## src/common/swd_lock_regs.svh

```systemverilog
// Offsets, field positions, reset values and timing counts of the debug access block
`ifndef SWD_LOCK_REGS_SVH
`define SWD_LOCK_REGS_SVH
// Firmware register byte offsets
`define FW_CTRL_OFS 4'h0
`define FW_PROT_OFS 4'h4
`define FW_PERM_OFS 4'h8
`define FW_STAT_OFS 4'hc
// Firmware control fields
`define FW_DBG_EN_BIT 0
`define FW_TRACE_LSB 1
// Trace selections
`define TRACE_NONE 2'h0
`define TRACE_SWO 2'h1
`define TRACE_PAR 2'h2
// Debug port register indexes (request address bits)
`define DP_ID_IDX 2'h0
`define DP_CTRL_IDX 2'h1
`define DP_LATCH_IDX 2'h2
`define DP_KEY_IDX 2'h3
// Debug port control fields
`define DC_JTAG_EN_BIT 0
`define DC_SWD_OFF_BIT 1
`define DC_HALT_BIT 2
`define DC_STEP_BIT 3
`define DC_ERASE_BIT 4
`define DC_PROG_BIT 5
// Reset values
`define JTAG_EN_RST 1'b1
`define PROT_RST 2'h0
`define PERM_RST 8'h00
// Acquire sequence, arbitrary pattern
`define ACQ_SEQ 16'hb3d9
// Lock key, arbitrary value
`define LOCK_KEY 32'ha5c3_1e69
`define MATCH_MIN 6'd28
// Identity word, arbitrary value
`define DEV_ID 16'h1d2e
`define NUM_ADDR_BP 4'h6
`define NUM_LIT_BP 4'h2
// Key window after reset
`define KEY_WIN_NS 8000
`define CLK_PERIOD_NS 20
`define KEY_WIN_CYC 9'((`KEY_WIN_NS) / (`CLK_PERIOD_NS))
`endif

```

## src/common/swd_lock_pkg.sv

```systemverilog
// Types and the key-match function of the debug access block
package swd_lock_pkg;
  `include "swd_lock_regs.svh"
  // Packet engine states
  typedef enum logic [2:0] {
    ST_IDLE = 3'b000,
    ST_REQ = 3'b001,
    ST_TRN1 = 3'b010,
    ST_ACK = 3'b011,
    ST_RDAT = 3'b100,
    ST_TRNW = 3'b101,
    ST_WDAT = 3'b110,
    ST_TRN2 = 3'b111
  } swd_state_type;
  // Clock and data of one pin pair
  typedef struct packed {
    logic clk;
    logic dat;
  } pair_in_type;
  // Request header, first bit in bit 0
  typedef struct packed {
    logic park;
    logic stop;
    logic par;
    logic [1:0] addr;
    logic rnw;
    logic apndp;
    logic start;
  } swd_req_type;
  // True when at least the minimum count of bits equal the key
  function automatic logic key_match(input logic [31:0] v);
    logic [5:0] n;
    logic [31:0] same;
    n = 6'h0;
    same = v ~^ `LOCK_KEY;
    for (int i = 0; i < 32; i++)
    begin
      n = n + {5'h0, same[i]};
    end
    return n >= `MATCH_MIN;
  endfunction
endpackage

```

## src/rtl/swd_access_lock.sv

```systemverilog
// Serial debug acquisition, packet engine, pin muxing and security lock
`timescale 1ns/1ps
`include "swd_lock_regs.svh"
// Notes on behaviour
// (RULE_01) Host debug clock at most CPU clock/3
// (RULE_02) Two pins: host clock, shared data
// (RULE_03) Serial debug on one pin pair only
// (RULE_04) Acquire sequence must land in key window
// (RULE_05) Reacquire always allowed; can re-enable JTAG
// (RULE_06) JTAG enables serial debug; disabled means GPIO
// (RULE_07) Same debug access, no scan chains
// (RULE_08) Serial debug: any trace; JTAG: parallel only
// (RULE_09) Parallel trace five pins; wire trace shares
// (RULE_10) Protection cleared only by full erase; the code also clears it on every system reset
// (RULE_11) Block operations only when block permits
// (RULE_12) Latch matches when 28 of 32 agree
// (RULE_13) Lock blocks debug and latch changes
// (RULE_14) Latch output sampled only at reset
// (RULE_15) Key write only without flash protection
// (RULE_16) Access stays until next reset
// (RULE_17) Lock disables every external port
// (RULE_18) Latch readable over serial debug
// (RULE_19) Six address, two literal breakpoints, halt, step
// (RULE_20) Debug and trace start off, firmware enables
// (RULE_21) Packets: request, turnaround, ack, data, parity
module swd_access_lock (
  input wire logic clk_sys, // System clock, 50 MHz
  input wire logic sys_rst, // Synchronous reset, high
  input wire logic por, // Power-on clear of latch cells
  input wire swd_lock_pkg::pair_in_type jtag_in, // Mode and clock pins
  input wire swd_lock_pkg::pair_in_type usb_in, // USB pin pair
  output logic tms_out, // Mode pin output
  output logic tms_oe, // Mode pin output enable
  output logic dm_out, // USB data pin output
  output logic dm_oe, // USB data pin output enable
  input wire logic gpio_tms_out, // GPIO drive for mode pin
  input wire logic gpio_tms_oe, // GPIO enable for mode pin
  input wire logic gpio_dm_out, // GPIO drive for USB pin
  input wire logic gpio_dm_oe, // GPIO enable for USB pin
  input wire logic jtag_tdo, // JTAG test data out
  input wire logic jtag_tdo_oe, // JTAG test data enable
  input wire logic swo_data, // Wire trace bit stream
  output logic tdo_out, // Shared test data pin output
  output logic tdo_oe, // Shared test data pin enable
  output logic ptrace_en, // Parallel trace port enable
  input wire logic jtag_swd_en, // Pulse from JTAG to enable
  output logic jtag_en, // JTAG port enabled
  output logic swd_on, // Serial debug acquired
  output logic swd_usb, // Acquired on the USB pair
  output logic locked, // Security lock in force
  output logic cpu_halt, // Halt request to the CPU
  output logic cpu_step, // Single-step pulse
  output logic erase_all, // Full erase pulse
  input wire logic blk_req, // Block operation request
  input wire logic [2:0] blk_idx, // Block number
  output logic blk_grant, // Block operation allowed
  input wire logic [3:0] addr, // Firmware byte address
  input wire logic [31:0] wdata, // Firmware write data
  input wire logic we, // Firmware write strobe
  input wire logic re, // Firmware read strobe
  output logic [31:0] rdata // Firmware read data
);
  //////////////////////////////////////////////////////////////////
  // Declarations
  swd_lock_pkg::pair_in_type j_s1_q, j_s2_q, j_s3_q; // Mode pair sync
  swd_lock_pkg::pair_in_type u_s1_q, u_s2_q, u_s3_q; // USB pair sync
  swd_lock_pkg::swd_state_type st_q; // Engine state
  swd_lock_pkg::swd_req_type req_w; // Header being received
  logic [7:0] req_q; // Header shift register
  logic [32:0] sh_q; // Data shift register
  logic [5:0] cnt_q; // Bit counter
  logic dout_q; // Data pin drive value
  logic [15:0] acq_j_q, acq_u_q; // Acquire sequence shifters
  logic [8:0] win_q; // Key window timer
  logic swd_q, usb_q; // Acquired, and on which pair
  logic jtag_q; // JTAG enable
  logic lock_q; // Lock sampled at reset
  logic halt_q, step_q, erase_q, prog_q; // Debug controls
  logic dbg_q; // Firmware debug enable
  logic [1:0] trace_q; // Firmware trace select
  logic [1:0] prot_q; // Flash protection level
  logic [7:0] perm_q; // Block permissions
  logic [31:0] nv_w; // Latch cell contents
  wire rise_j, rise_u, rise_w, din_w; // Selected pair events
  wire win_open, acq_j, acq_u; // Acquire conditions
  wire hdr_ok, wr_ok, key_ok; // Packet checks
  wire dp_wr, ctrl_wr, key_wr; // Debug port writes
  wire [31:0] rd_word, ctrl_word; // Debug port read words
  wire [31:0] fw_word, wd_w; // Firmware read mux, write word
  wire swo_on; // Wire trace active

  //////////////////////////////////////////////////////////////////
  // Two-flop synchronisers plus one delay stage for edges
  always_ff @(posedge clk_sys)
  begin
    j_s1_q <= jtag_in;
    j_s2_q <= j_s1_q;
    j_s3_q <= j_s2_q;
    u_s1_q <= usb_in;
    u_s2_q <= u_s1_q;
    u_s3_q <= u_s2_q;
  end

  // Host clock edges; needs at least three system clocks a bit
  assign rise_j = j_s2_q.clk & ~j_s3_q.clk; // [RULE_01] [RULE_02]
  assign rise_u = u_s2_q.clk & ~u_s3_q.clk; // [RULE_02]
  // Only the acquired pair feeds the engine
  assign rise_w = swd_q & ~lock_q & (usb_q ? rise_u : rise_j); // [RULE_03]
  assign din_w = usb_q ? u_s2_q.dat : j_s2_q.dat;

  //////////////////////////////////////////////////////////////////
  // Key window and acquisition
  assign win_open = win_q < `KEY_WIN_CYC; // [RULE_04]
  assign acq_j = rise_j && {j_s2_q.dat, acq_j_q[15:1]} == `ACQ_SEQ;
  assign acq_u = rise_u && {u_s2_q.dat, acq_u_q[15:1]} == `ACQ_SEQ;

  // Window timer runs once after each reset
  always_ff @(posedge clk_sys)
  begin
    if (sys_rst)
      win_q <= 9'h0;
    else if (win_open)
      win_q <= win_q + 9'h1;
  end

  // Sequence shifters, first bit ends up in bit 0
  always_ff @(posedge clk_sys)
  begin
    if (sys_rst)
    begin
      acq_j_q <= 16'h0;
      acq_u_q <= 16'h0;
    end
    else
    begin
      if (rise_j)
        acq_j_q <= {j_s2_q.dat, acq_j_q[15:1]};
      if (rise_u)
        acq_u_q <= {u_s2_q.dat, acq_u_q[15:1]};
    end
  end

  // Acquire state; a prior disable never blocks the window
  always_ff @(posedge clk_sys)
  begin
    if (sys_rst)
    begin
      swd_q <= 1'b0;
      usb_q <= 1'b0;
    end
    else if (lock_q)
      swd_q <= 1'b0; // [RULE_17]
    else if (!swd_q && win_open && (acq_j || acq_u)) // [RULE_04] [RULE_05]
    begin
      swd_q <= 1'b1;
      usb_q <= !acq_j; // Mode pair wins a tie [RULE_03]
    end
    else if (!swd_q && jtag_q && jtag_swd_en) // [RULE_06]
    begin
      swd_q <= 1'b1;
      usb_q <= 1'b0;
    end
    else if (ctrl_wr && wd_w[`DC_SWD_OFF_BIT])
      swd_q <= 1'b0; // Pins return to GPIO, except the mode pin while JTAG is enabled [RULE_06]
  end

  //////////////////////////////////////////////////////////////////
  // Packet engine
  assign req_w = swd_lock_pkg::swd_req_type'({din_w, req_q[7:1]});
  assign hdr_ok = req_w.start & ~req_w.stop & req_w.park &
                  (req_w.par == ^{req_w.apndp, req_w.rnw, req_w.addr}); // [RULE_21]
  assign wr_ok = (^{din_w, sh_q[32:1]}) == 1'b0; // Even parity over data+bit
  assign wd_w = sh_q[32:1]; // Word at the parity rise
  assign dp_wr = rise_w && st_q == swd_lock_pkg::ST_WDAT && cnt_q == 6'd32 && wr_ok;

  // One step per host clock rise
  always_ff @(posedge clk_sys)
  begin
    if (sys_rst || !swd_q)
    begin
      st_q <= swd_lock_pkg::ST_IDLE;
      cnt_q <= 6'h0;
      req_q <= 8'h0;
      sh_q <= 33'h0;
      dout_q <= 1'b0;
    end
    else if (rise_w)
    begin
      cnt_q <= cnt_q + 6'h1;
      case (st_q)
        swd_lock_pkg::ST_IDLE: // Wait for the start bit
        begin
          req_q <= {din_w, req_q[7:1]};
          cnt_q <= 6'h1;
          if (din_w)
            st_q <= swd_lock_pkg::ST_REQ;
        end
        swd_lock_pkg::ST_REQ: // Header bits
        begin
          req_q <= {din_w, req_q[7:1]};
          if (cnt_q == 6'd7)
            st_q <= hdr_ok ? swd_lock_pkg::ST_TRN1 : swd_lock_pkg::ST_IDLE;
        end
        swd_lock_pkg::ST_TRN1: // Turnaround, then drive OK
        begin
          st_q <= swd_lock_pkg::ST_ACK;
          cnt_q <= 6'h0;
          dout_q <= 1'b1;
        end
        swd_lock_pkg::ST_ACK: // Acknowledge 1,0,0 [RULE_21]
        begin
          dout_q <= 1'b0;
          if (cnt_q == 6'd2)
          begin
            cnt_q <= 6'h0;
            if (req_q[2])
            begin
              st_q <= swd_lock_pkg::ST_RDAT;
              sh_q <= {^rd_word, rd_word};
              dout_q <= rd_word[0];
            end
            else
              st_q <= swd_lock_pkg::ST_TRNW;
          end
        end
        swd_lock_pkg::ST_RDAT: // Read data then parity
        begin
          sh_q <= {1'b0, sh_q[32:1]};
          dout_q <= sh_q[1];
          if (cnt_q == 6'd32)
            st_q <= swd_lock_pkg::ST_TRN2;
        end
        swd_lock_pkg::ST_TRNW: // Turnaround before write data
        begin
          st_q <= swd_lock_pkg::ST_WDAT;
          cnt_q <= 6'h0;
        end
        swd_lock_pkg::ST_WDAT: // Write data then parity
        begin
          sh_q <= {din_w, sh_q[32:1]};
          if (cnt_q == 6'd32)
            st_q <= swd_lock_pkg::ST_IDLE;
        end
        swd_lock_pkg::ST_TRN2: // Release the data pin
          st_q <= swd_lock_pkg::ST_IDLE;
        default:
          st_q <= swd_lock_pkg::ST_IDLE;
      endcase
    end
  end

  //////////////////////////////////////////////////////////////////
  // Debug port registers; no scan chain is reachable here
  assign ctrl_wr = dp_wr && req_q[4:3] == `DP_CTRL_IDX; // [RULE_07]
  assign key_ok = prot_q == 2'h0 && !lock_q; // [RULE_15]
  assign key_wr = dp_wr && req_q[4:3] == `DP_KEY_IDX && key_ok;
  assign ctrl_word = {26'h0, 2'h0, halt_q, 1'b0, ~swd_q, jtag_q};
  assign rd_word = req_q[4:3] == `DP_ID_IDX ? {`DEV_ID, 8'h0, `NUM_ADDR_BP, `NUM_LIT_BP} : // [RULE_19]
                   req_q[4:3] == `DP_CTRL_IDX ? ctrl_word :
                   req_q[4:3] == `DP_LATCH_IDX ? nv_w : // [RULE_18]
                   {28'h0, prot_q, key_ok, lock_q};

  // Control bits and command pulses written over the link
  always_ff @(posedge clk_sys)
  begin
    if (sys_rst)
    begin
      jtag_q <= `JTAG_EN_RST;
      halt_q <= 1'b0;
      step_q <= 1'b0;
      erase_q <= 1'b0;
      prog_q <= 1'b0;
    end
    else
    begin
      step_q <= ctrl_wr && wd_w[`DC_STEP_BIT] && dbg_q; // [RULE_19]
      erase_q <= ctrl_wr && wd_w[`DC_ERASE_BIT];
      prog_q <= ctrl_wr && wd_w[`DC_PROG_BIT] && key_ok;
      if (ctrl_wr)
      begin
        jtag_q <= wd_w[`DC_JTAG_EN_BIT]; // [RULE_05]
        halt_q <= wd_w[`DC_HALT_BIT] && dbg_q; // [RULE_19] [RULE_20]
      end
    end
  end

  //////////////////////////////////////////////////////////////////
  // Security latch and its reset-time sample
  swd_latch_cell u_latch (
    .clk_sys(clk_sys),
    .por(por),
    .vol_we(key_wr), // [RULE_15]
    .vol_wdata(wd_w),
    .prog(prog_q),
    .nv_rdata(nv_w)
  );

  // Lock follows the cells only while reset is held
  always_ff @(posedge clk_sys)
  begin
    if (sys_rst)
      lock_q <= swd_lock_pkg::key_match(nv_w); // [RULE_12] [RULE_14] [RULE_16]
  end

  //////////////////////////////////////////////////////////////////
  // Firmware registers
  always_ff @(posedge clk_sys)
  begin
    if (sys_rst)
    begin
      dbg_q <= 1'b0; // [RULE_20]
      trace_q <= `TRACE_NONE;
      perm_q <= `PERM_RST;
    end
    else if (we && addr == `FW_CTRL_OFS)
    begin
      dbg_q <= wdata[`FW_DBG_EN_BIT];
      trace_q <= wdata[`FW_TRACE_LSB +: 2];
    end
    else if (we && addr == `FW_PERM_OFS)
      perm_q <= wdata[7:0];
  end

  // Protection only rises, except on a full erase or a system reset
  always_ff @(posedge clk_sys)
  begin
    if (sys_rst)
      prot_q <= `PROT_RST;
    else if (erase_q && !lock_q)
      prot_q <= `PROT_RST; // [RULE_10]
    else if (we && addr == `FW_PROT_OFS && wdata[1:0] > prot_q)
      prot_q <= wdata[1:0]; // [RULE_10]
  end

  // Read data one cycle after the strobe
  assign fw_word = addr == `FW_CTRL_OFS ? {29'h0, trace_q, dbg_q} :
                   addr == `FW_PROT_OFS ? {30'h0, prot_q} :
                   addr == `FW_PERM_OFS ? {24'h0, perm_q} :
                   addr == `FW_STAT_OFS ? {27'h0, usb_q, swd_q, jtag_q, key_ok, lock_q} :
                   32'h0;
  always_ff @(posedge clk_sys)
  begin
    if (sys_rst)
      rdata <= 32'h0;
    else
      rdata <= re ? fw_word : 32'h0;
  end

  //////////////////////////////////////////////////////////////////
  // Pins and outputs
  // Wire trace sits on a JTAG pin, so JTAG must be off
  assign swo_on = trace_q == `TRACE_SWO && dbg_q && swd_q && !jtag_q && !lock_q; // [RULE_08] [RULE_09]
  assign ptrace_en = trace_q == `TRACE_PAR && dbg_q && (swd_q || jtag_q) && !lock_q; // [RULE_08] [RULE_09]
  assign tdo_out = swo_on ? swo_data : jtag_tdo;
  assign tdo_oe = swo_on | (jtag_en & jtag_tdo_oe);
  assign jtag_en = jtag_q & ~lock_q; // [RULE_17]
  // Engine drives the data pin during ack and read data
  assign tms_out = swd_q && !usb_q ? dout_q : gpio_tms_out; // [RULE_06]
  assign tms_oe = swd_q && !usb_q ? (st_q == swd_lock_pkg::ST_ACK || st_q == swd_lock_pkg::ST_RDAT) :
                  !jtag_en & gpio_tms_oe;
  assign dm_out = swd_q && usb_q ? dout_q : gpio_dm_out;
  assign dm_oe = swd_q && usb_q ? (st_q == swd_lock_pkg::ST_ACK || st_q == swd_lock_pkg::ST_RDAT) :
                 gpio_dm_oe;
  assign swd_on = swd_q;
  assign swd_usb = usb_q;
  assign locked = lock_q; // [RULE_13]
  assign cpu_halt = halt_q;
  assign cpu_step = step_q;
  assign erase_all = erase_q & ~lock_q; // [RULE_13]
  assign blk_grant = blk_req & perm_q[blk_idx] & ~lock_q; // [RULE_11]
endmodule

```

## src/rtl/swd_latch_cell.sv

```systemverilog
// Security latch, sealed once its cells hold the key: volatile copy and nonvolatile cells
`timescale 1ns/1ps
module swd_latch_cell (
  input wire logic clk_sys, // System clock
  input wire logic por, // Power-on clear of the cells
  input wire logic vol_we, // Load the volatile copy
  input wire logic [31:0] vol_wdata, // Key word to load
  input wire logic prog, // Copy volatile word into cells
  output logic [31:0] nv_rdata // Cell contents, registered
);
  logic [31:0] nv_q; // Nonvolatile cells
  logic [31:0] vol_q; // Volatile copy
  wire sealed_w; // Cells hold the key

  // A matching word seals the latch against writes and programming until power-on
  assign sealed_w = swd_lock_pkg::key_match(nv_q);
  assign nv_rdata = nv_q;

  //////////////////////////////////////////////////////////////////
  // Storage; only power-on clears it, system reset does not
  always_ff @(posedge clk_sys)
  begin
    if (por)
    begin
      nv_q <= 32'h0;
      vol_q <= 32'h0;
    end
    else
    begin
      if (vol_we && !sealed_w) // [RULE_13]
        vol_q <= vol_wdata;
      if (prog && !sealed_w) // [RULE_13]
        nv_q <= vol_q;
    end
  end
endmodule

```

## config.mk

```make
export PLATFORM = sky130hd
export DESIGN_NAME = swd_access_lock
export DESIGN_NICKNAME = d
export VERILOG_FILES = /design/src/common/swd_lock_pkg.sv /design/src/rtl/swd_access_lock.sv /design/src/rtl/swd_latch_cell.sv
export VERILOG_INCLUDE_DIRS = /design/src /design/src/common
export SDC_FILE = /design/constraint.sdc
export NUM_CORES = 1
export LEC_CHECK = 0
export ABC_AREA = 1
export BUFFER_PORTS_ARGS = -buffer_cell sky130_fd_sc_hd__buf_4
export CELL_PAD_IN_SITES_DETAIL_PLACEMENT = 1
export CELL_PAD_IN_SITES_GLOBAL_PLACEMENT = 2
export CORE_ASPECT_RATIO = 1.75
export CORE_UTILIZATION = 36
export DETAILED_ROUTE_END_ITERATION = 16
export GPL_TIMING_DRIVEN = 1
export PLACE_DENSITY_LB_ADDON = 0.1
export SLEW_MARGIN = 30
export SYNTH_ARGS = -nofsm -noshare
export SYNTH_HDL_FRONTEND = slang
export SYNTH_SLANG_ARGS = --single-unit
```

## constraint.sdc

```tcl
create_clock -name clk_sys -period 15.3 [get_ports clk_sys]
set_input_delay 2.295 -clock clk_sys [delete_from_list [all_inputs] [get_ports clk_sys]]
set_output_delay 2.295 -clock clk_sys [all_outputs]
set_load 0.005 [all_outputs]
```

==> results of run 1 <==
-- metrics by stage --
step	setup slack, ns	power, W
after global routing	8.27	0.00108
after CTS	8.60	0.00105
after global placement	8.73	0.000566
final	8.68	0.00104
after floorplan	9.70	0.000551
after detailed placement	8.59	0.000567
-- per-layer routing --
| layer | wire (um) | vias up | global-route usage [%] | part of all wire, % |
|---|---|---|---|---|
| met4 | 943 | 0 | 9.83 | 3.0 |
| met3 | 668 | 38 | 3.04 | 2.2 |
| met2 | 18000 | 101 | 46.3 | 58 |
| met1 | 11500 | 4495 | 21.6 | 37 |
| li1 | - | 4761 | - | - |
| met5 | 0 | - | 0 | 0 |
-- kinds of logic after synthesis --
| group | after synthesis |
|---|---|
| compound gates | 312 |
| xor+xnor | 25 |
| fa+ha+maj | 38 |
| buf+inv | 296 |
| flops | 191 |
| mux | 1 |
| other cells | 1 |
| simple gates | 639 |
-- placed cells by master (no fill, tap or decap), types with 4 or more instances in the layout --
master / instances
nand4_1: 12
xor2_1: 13
a21oi_1: 134
a211oi_1: 24
nor3_1: 13
inv_6: 5
nand3_1: 38
nand2_2: 4
nor4_1: 5
dfxtp_1: 190
inv_1: 214
fa_1: 24
o21ai_1: 7
ha_1: 14
nand2_1: 385
xnor2_1: 12
conb_1: 24
nor2_1: 167
a221oi_1: 5
buf_4: 61
clkbuf_16: 17
inv_2: 6
o21ai_0: 122
a31oi_1: 6
-- state kept, by name, summed over array words and instances (netlist names), 6 cells and up --
register,cells
sh_q,32
u_latch.nv_rdata,32
u_latch.vol_q,32
acq_j_q,15
acq_u_q,15
win_q,9
perm_q,8
rdata,8
req_q,7
cnt_q,6
-- final timing paths --
kind / slack, ns / to
worst max register to register: 8.68 / u_latch.vol_q[12]$_SDFFE_PP0P_
worst min register to register: 0.33 / j_s2_q[1]$_DFF_P_
worst min-delay path: 0.33 / j_s2_q[1]$_DFF_P_
worst max-delay path: 8.68 / u_latch.vol_q[12]$_SDFFE_PP0P_
-- report_power, final --
group,internal [W],total [W],switching [W]
Combinational,0.0000160,0.0000444,0.0000283
Sequential,0.000505,0.000510,0.00000490
Clock,0.000263,0.000483,0.000220
Total,0.000784,0.00104,0.000253
-- worst max-delay path, stage by stage, from the launching register on --
cell and delay (ns):
dfxtp_1 0.33, inv_1 0.06, ha_1 0.31, fa_1 0.49
inv_1 0.05, fa_1 0.47, fa_1 0.50, inv_1 0.05
fa_1 0.50, fa_1 0.54, fa_1 0.43, fa_1 0.41
fa_1 0.43, a21oi_1 0.17, o21ai_0 0.11, xnor2_1 0.15
a21oi_1 0.06, nand3_1 0.11, nand2_1 0.10, nor2_1 0.22
nand3_4 0.63, nand2_1 0.25, nand2_1 0.07, nor2_1 0.10
-- final cells by class --
cell class | instances | area, um2 | share of cell area (%)
repair buffers | 61 | 458 | 3.99
clock inverters | 15 | 198 | 1.72
clock buffers | 17 | 425 | 3.70
flip-flops and latches | 191 | 3830 | 33.4
well taps | 373 | 467 | 4.06
multi-input cells | 1039 | 5270 | 45.9
inverters | 222 | 833 | 7.25
==> summary.txt, run 1 <==
outcome -> finished, final reports clean
IO buf count -> 55
Final HPWL DP -> 23300 um
Clock Skews -> 0.0106 ns
die area -> 0.0292 mm2
Post-Syn Area -> 0.0103 mm2
CP Data Arrival Time -> 7.02 ns
total gr overflow -> 0
postcts setup bufs -> 0
Hold WS -> 0.334 ns
PD cells -> 90.2 mW/mm2
share of cells above drive strength 1 -> 7.70%
crit path launch -> u_latch.nv_rdata[1]$_SDFFE_PP0P_
Initial DRC Count -> 276
worst hold path type -> flop to flop
CTS resizes -> 0
Synth area leader -> dfxtp_1
Final Cell Area -> 0.0115 mm2
Final Hold Fails -> 0
post-synth cell types -> 46
number of synthesized register bits -> 191
reg2reg path depth -> 23
adder-cell area share of the yosys netlist -> 6.38%
Worst-Skew Late Latency -> 0.46 ns
final WL -> 31000 um
first-pass GRT wire length -> 49800 um
total of max-cap violations -> 0
largest family of logic cells by synthesized area -> simple AND/OR/NAND/NOR gates
wire length per cell -> 16.2 um
Syn-to-layout area delta -> 11.8%
# fillers -> 3670
nets -> 1627
TritonCTS buffer count -> 17
main area contributors after synthesis -> dfxtp_1 37%, nand2_1 14%, inv_1 7.9%
antenna-violating nets left -> 0
CP required -> 15.70 ns
WS Path Type -> flop to flop
leakage -> 5.14 nW
fraction of synthesized area in multiplexers -> 0.110%
final setup fails -> 0
final worst path period need -> 6.62 ns
TritonCTS clock tree -> built
worst rel slew slack -> 41.4%
HP Start -> j_s1_q[1]$_DFF_P_
Via density -> 4.90
post-synthesis sequential area ratio -> 37.3%
core area -> 0.0280 mm2
H-tree depth -> 4
Die Y -> 225 um
Final Util -> 41.1%
Rows -> 81
Slew Viols, Final -> 0
Fmax -> 151 MHz
DRT Pass-1 Iters -> 4
Worst Setup Start Kind -> flop
initial core utilization -> 36.7%
share of the synthesized area in the top cell type -> 37.0%
largest net degree at the start of global routing -> 65
Max VDD drop -> 0.0816 mV
Synth top cells by count -> 385 x nand2_1, 215 x inv_1, 190 x dfxtp_1
fin crit share -> 43.3%
n_diodes -> 0
GRT Overall Usage -> 22.7%
Worst setup EP type -> flop
clk buf depth -> 2
root buffer cell -> clkbuf_16
Placed Cells -> 1886
Syn Area/Cell -> 6.84 um2
Async SR Flop Fraction -> 0%
total number of vias -> 9395
Hold Crit Depth -> 0
Mapped Cells -> 1503
setup TNS -> 0 ns
I/O pin cnt -> 104
GPL Wtd Cong -> 0.817
Post-synth EDFFs -> 1
fin cells -> 1918
R2R Path Start -> u_latch.nv_rdata[1]$_SDFFE_PP0P_
most frequent cell after synthesis -> nand2_1
Most used DFF post-synth -> dfxtp_1
Chip Width -> 130 um
DP Area -> 0.0109 mm2
Sink Count -> 191
vias in the first global route -> 9564
xor and xnor area share after synthesis -> 2.13%
Worst-Margin Slew -> 0.877 ns
Post-Synth Simple-Gate Area -> 25.2%
maximum fanout along the worst path -> 64
# DRC -> 0
Yosys warnings -> 0
Post-CTS Hold Buffers -> 0
initial antenna violation count -> 0
RSZ-0062 raised after global routing -> false
CTS clk-pin slew, worst paths -> 0.07 ns
Compound-Gate Fraction of Synth Area -> 16.5%
Note: power is estimated with default switching activity, not from simulation.
==> inputs of run 2 (changes only) <==
- CORE_UTILIZATION: 36 -> 30
- clock period: 15.3 -> 5.35 ns (I/O delays scaled with it)
==> run 2 against run 1 <==
  * The run now ends with setup timing left
  * Count of clock-buffer cells in the layout grew 1
  * Total power grew to 2.8 times the previous value
  * Combinational power rose to 2.9 times the previous value
  * Via count rose by 3.8%
  * Sequential power grew to 2.9 times the previous value
  * Clock power rose to 2.8 times the previous value
  * Critical path type unchanged
  * Largest power group unchanged
==> summary.txt, run 2 (same netlist as run 1, synthesis figures left out) <==
outcome -> complete, but fails checks
failing checks -> setup timing
WS Path Type -> flop to flop
Worst Setup Start Kind -> flop
Final Util -> 37.1% (-3.9 points)
final WL -> 35100 um (+13%)
commonest non-fill, non-tap cell in the layout -> nand2_1
fin crit share -> 109% (+66 points)
leakage -> 5.57 nW (+8.2%)
Slew Viols, Final -> 0 (unchanged)
Worst-Margin Slew -> 0.882 ns (+0.00502 ns)
Logic pwr share -> 4.4% (about the same)
share of power burned in registers -> 49.6% (+0.4 points)
die area -> 0.0350 mm2 (+20%)
core area -> 0.0337 mm2 (+21%)
initial core utilization -> 30.5% (-6.3 points)
Hold WS -> 0.332 ns (-0.00205 ns)
R2R Path Start -> u_latch.nv_rdata[1]$_SDFFE_PP0P_
vias in the first global route -> 10182 (+6.5%)
Die Y -> 247 um (+9.5%)
worst rel slew slack -> 41.1% (-0.34 points)
sw frac -> 26.1% (+1.6 points)
first-pass GRT wire length -> 54500 um (+9.5%)
Initial DRC Count -> 261 (-5.4%)
initial antenna violation count -> 0 (unchanged)
H-tree depth -> 4 (unchanged)
nets -> 1688 (+3.7%)
CP required -> 5.76 ns (-9.94 ns)
Clock power frac -> 46.0% (-0.6 points)
largest net degree at the start of global routing -> 65 (unchanged)
Rows -> 89 (+9.9%)
CP Data Arrival Time -> 6.25 ns (-0.77 ns)
share of cells above drive strength 1 -> 13.9% (+6.2 points)
RSZ-0062 raised after global routing -> true
Fmax -> 171 MHz (+13%)
Final Power -> 0.00294 W (+180%)
PD cells -> 234 mW/mm2 (+160%)
Syn-to-layout area delta -> 22.0%
Final Hold Fails -> 0 (unchanged)
Worst setup EP type -> flop
TritonCTS buffer count -> 17 (unchanged)
Final Cell Area -> 0.0125 mm2 (+9.1%)
final setup fails -> 65 (+65)
reg2reg path depth -> 25 (+8.7%)
total gr overflow -> 0 (unchanged)
Worst-Skew Late Latency -> 0.47 ns (about the same)
P_sw -> 0.000765 W (+200%)
DP Area -> 0.0113 mm2 (+4.0%)
clk buf depth -> 2 (unchanged)
CTS clk-pin slew, worst paths -> 0.08 ns (about the same)
Chip Width -> 142 um (+9.4%)
n_diodes -> 0 (unchanged)
Final HPWL DP -> 25000 um (+7.3%)
most frequent cells in the layout -> 362 x nand2_1, 211 x inv_1, 185 x dfxtp_1, 160 x nor2_1, 133 x a21oi_1
Hold Crit Depth -> 0 (unchanged)
Clock Skews -> 0.0112 ns (+0.000579 ns)
# DRC -> 0 (unchanged)
end of the worst hold path -> j_s2_q[1]$_DFF_P_
Via density -> 4.73 (-3.4%)
maximum fanout along the worst path -> 12 (-81%)
final worst path period need -> 5.84 ns (-0.778 ns)
GRT Overall Usage -> 20.8% (-1.9 points)
worst hold path type -> flop to flop
Sink Count -> 191 (unchanged)
GPL Wtd Cong -> 0.808 (-1.2%)
I/O pin cnt -> 104 (unchanged)
IO buf count -> 55 (unchanged)
DRT Pass-1 Iters -> 4 (unchanged)
antenna-violating nets left -> 0 (unchanged)
Worst R2R Setup Slack -> -0.49 ns (-9.17 ns)
Worst R2R End -> u_latch.vol_q[14]$_SDFFE_PP0P_
Max VDD drop -> 0.176 mV (+120%)
total of max-cap violations -> 0 (unchanged)
wire length per cell -> 17.0 um (+5.3%)
total number of vias -> 9753 (+3.8%)
Internal -> 0.00217 W (+180%)
Worst Setup Slack, final -> -0.490 ns (-9.17 ns)
HP Start -> j_s1_q[1]$_DFF_P_
TritonCTS clock tree -> built
root buffer cell -> clkbuf_16
[run 2: stage by stage]
stage	setup TNS, ns	std cells	setup WS (ns)
floorplan	-2.78	1526	-0.0871
global placement	-24.12	2003	-0.471
detailed placement	-28.75	2003	-0.545
CTS	-25.12	2051	-0.495
global route	-39.01	2061	-0.707
finish	-25.24	2061	-0.490
[run 2: layout make-up]
cell class / count / area, um2
Timing Repair Buffer: 122 / 1250
Sequential cell: 191 / 3840
Tap cell: 455 / 569
Clock buffer: 18 / 439
Fill cell: 4259 / 21200
Inverter: 222 / 833
Clock inverter: 14 / 170
Multi-Input combinational cell: 1039 / 5430
[run 2: repair_timing]
action                     4_1_cts  5_1_grt
hold buffers                     0        0
hold endpoints to repair         0        0
buffers inserted                 9        6
gates cloned                     8        4
gates resized for setup         38       31
setup endpoints to repair       64       65
pin swaps                        4        9
[run 2: power groups by stage]
stage | clock [W] | combinational, W | sequential (W)
floorplan | 0 | 0.0000883 | 0.00149
global placement | 0 | 0.000128 | 0.00149
detailed placement | 0 | 0.000130 | 0.00149
CTS | 0.00140 | 0.000131 | 0.00146
global route | 0.00145 | 0.000146 | 0.00146
finish | 0.00135 | 0.000128 | 0.00146
[run 2: worst max-delay path by stage]
stage / from / to / cells after the start
2_1_floorplan: u_latch.nv_rdata[1]$_SDFFE_PP0P_ / u_latch.vol_q[31]$_SDFFE_PP0P_ / 23
3_3_place_gp: u_latch.nv_rdata[1]$_SDFFE_PP0P_ / u_latch.vol_q[12]$_SDFFE_PP0P_ / 24
3_5_place_dp: u_latch.nv_rdata[1]$_SDFFE_PP0P_ / u_latch.vol_q[31]$_SDFFE_PP0P_ / 24
4_1_cts: u_latch.nv_rdata[1]$_SDFFE_PP0P_ / u_latch.vol_q[27]$_SDFFE_PP0P_ / 25
5_1_grt: u_latch.nv_rdata[1]$_SDFFE_PP0P_ / u_latch.vol_q[10]$_SDFFE_PP0P_ / 25
6_report: u_latch.nv_rdata[1]$_SDFFE_PP0P_ / u_latch.vol_q[14]$_SDFFE_PP0P_ / 25
[run 2: per-layer routing]
layer	routed length (um)	vias to the layer above	GRT usage, %
met1	12600	4683	19.4
met3	642	59	2.50
li1	-	4889	-
met4	1810	0	11.6
met2	20000	122	42.5
met5	0	-	0
[run 2: worst max-delay path, stage by stage, from the launching register on]
cell and delay [ns]:
dfxtp_2 0.33, inv_2 0.08, ha_4 0.20, fa_1 0.48
inv_1 0.05, fa_1 0.45, fa_1 0.50, inv_1 0.05
fa_1 0.47, fa_1 0.52, fa_1 0.44, fa_2 0.37
fa_2 0.37, a21oi_2 0.18, o21ai_2 0.08, xnor2_1 0.13
a21oi_1 0.05, nand3_1 0.11, nand2_2 0.09, nor2_4 0.13
nand3_4 0.15, buf_4 0.19, buf_12 0.14, nand2_2 0.05
nand2_1 0.05, nor2_1 0.12
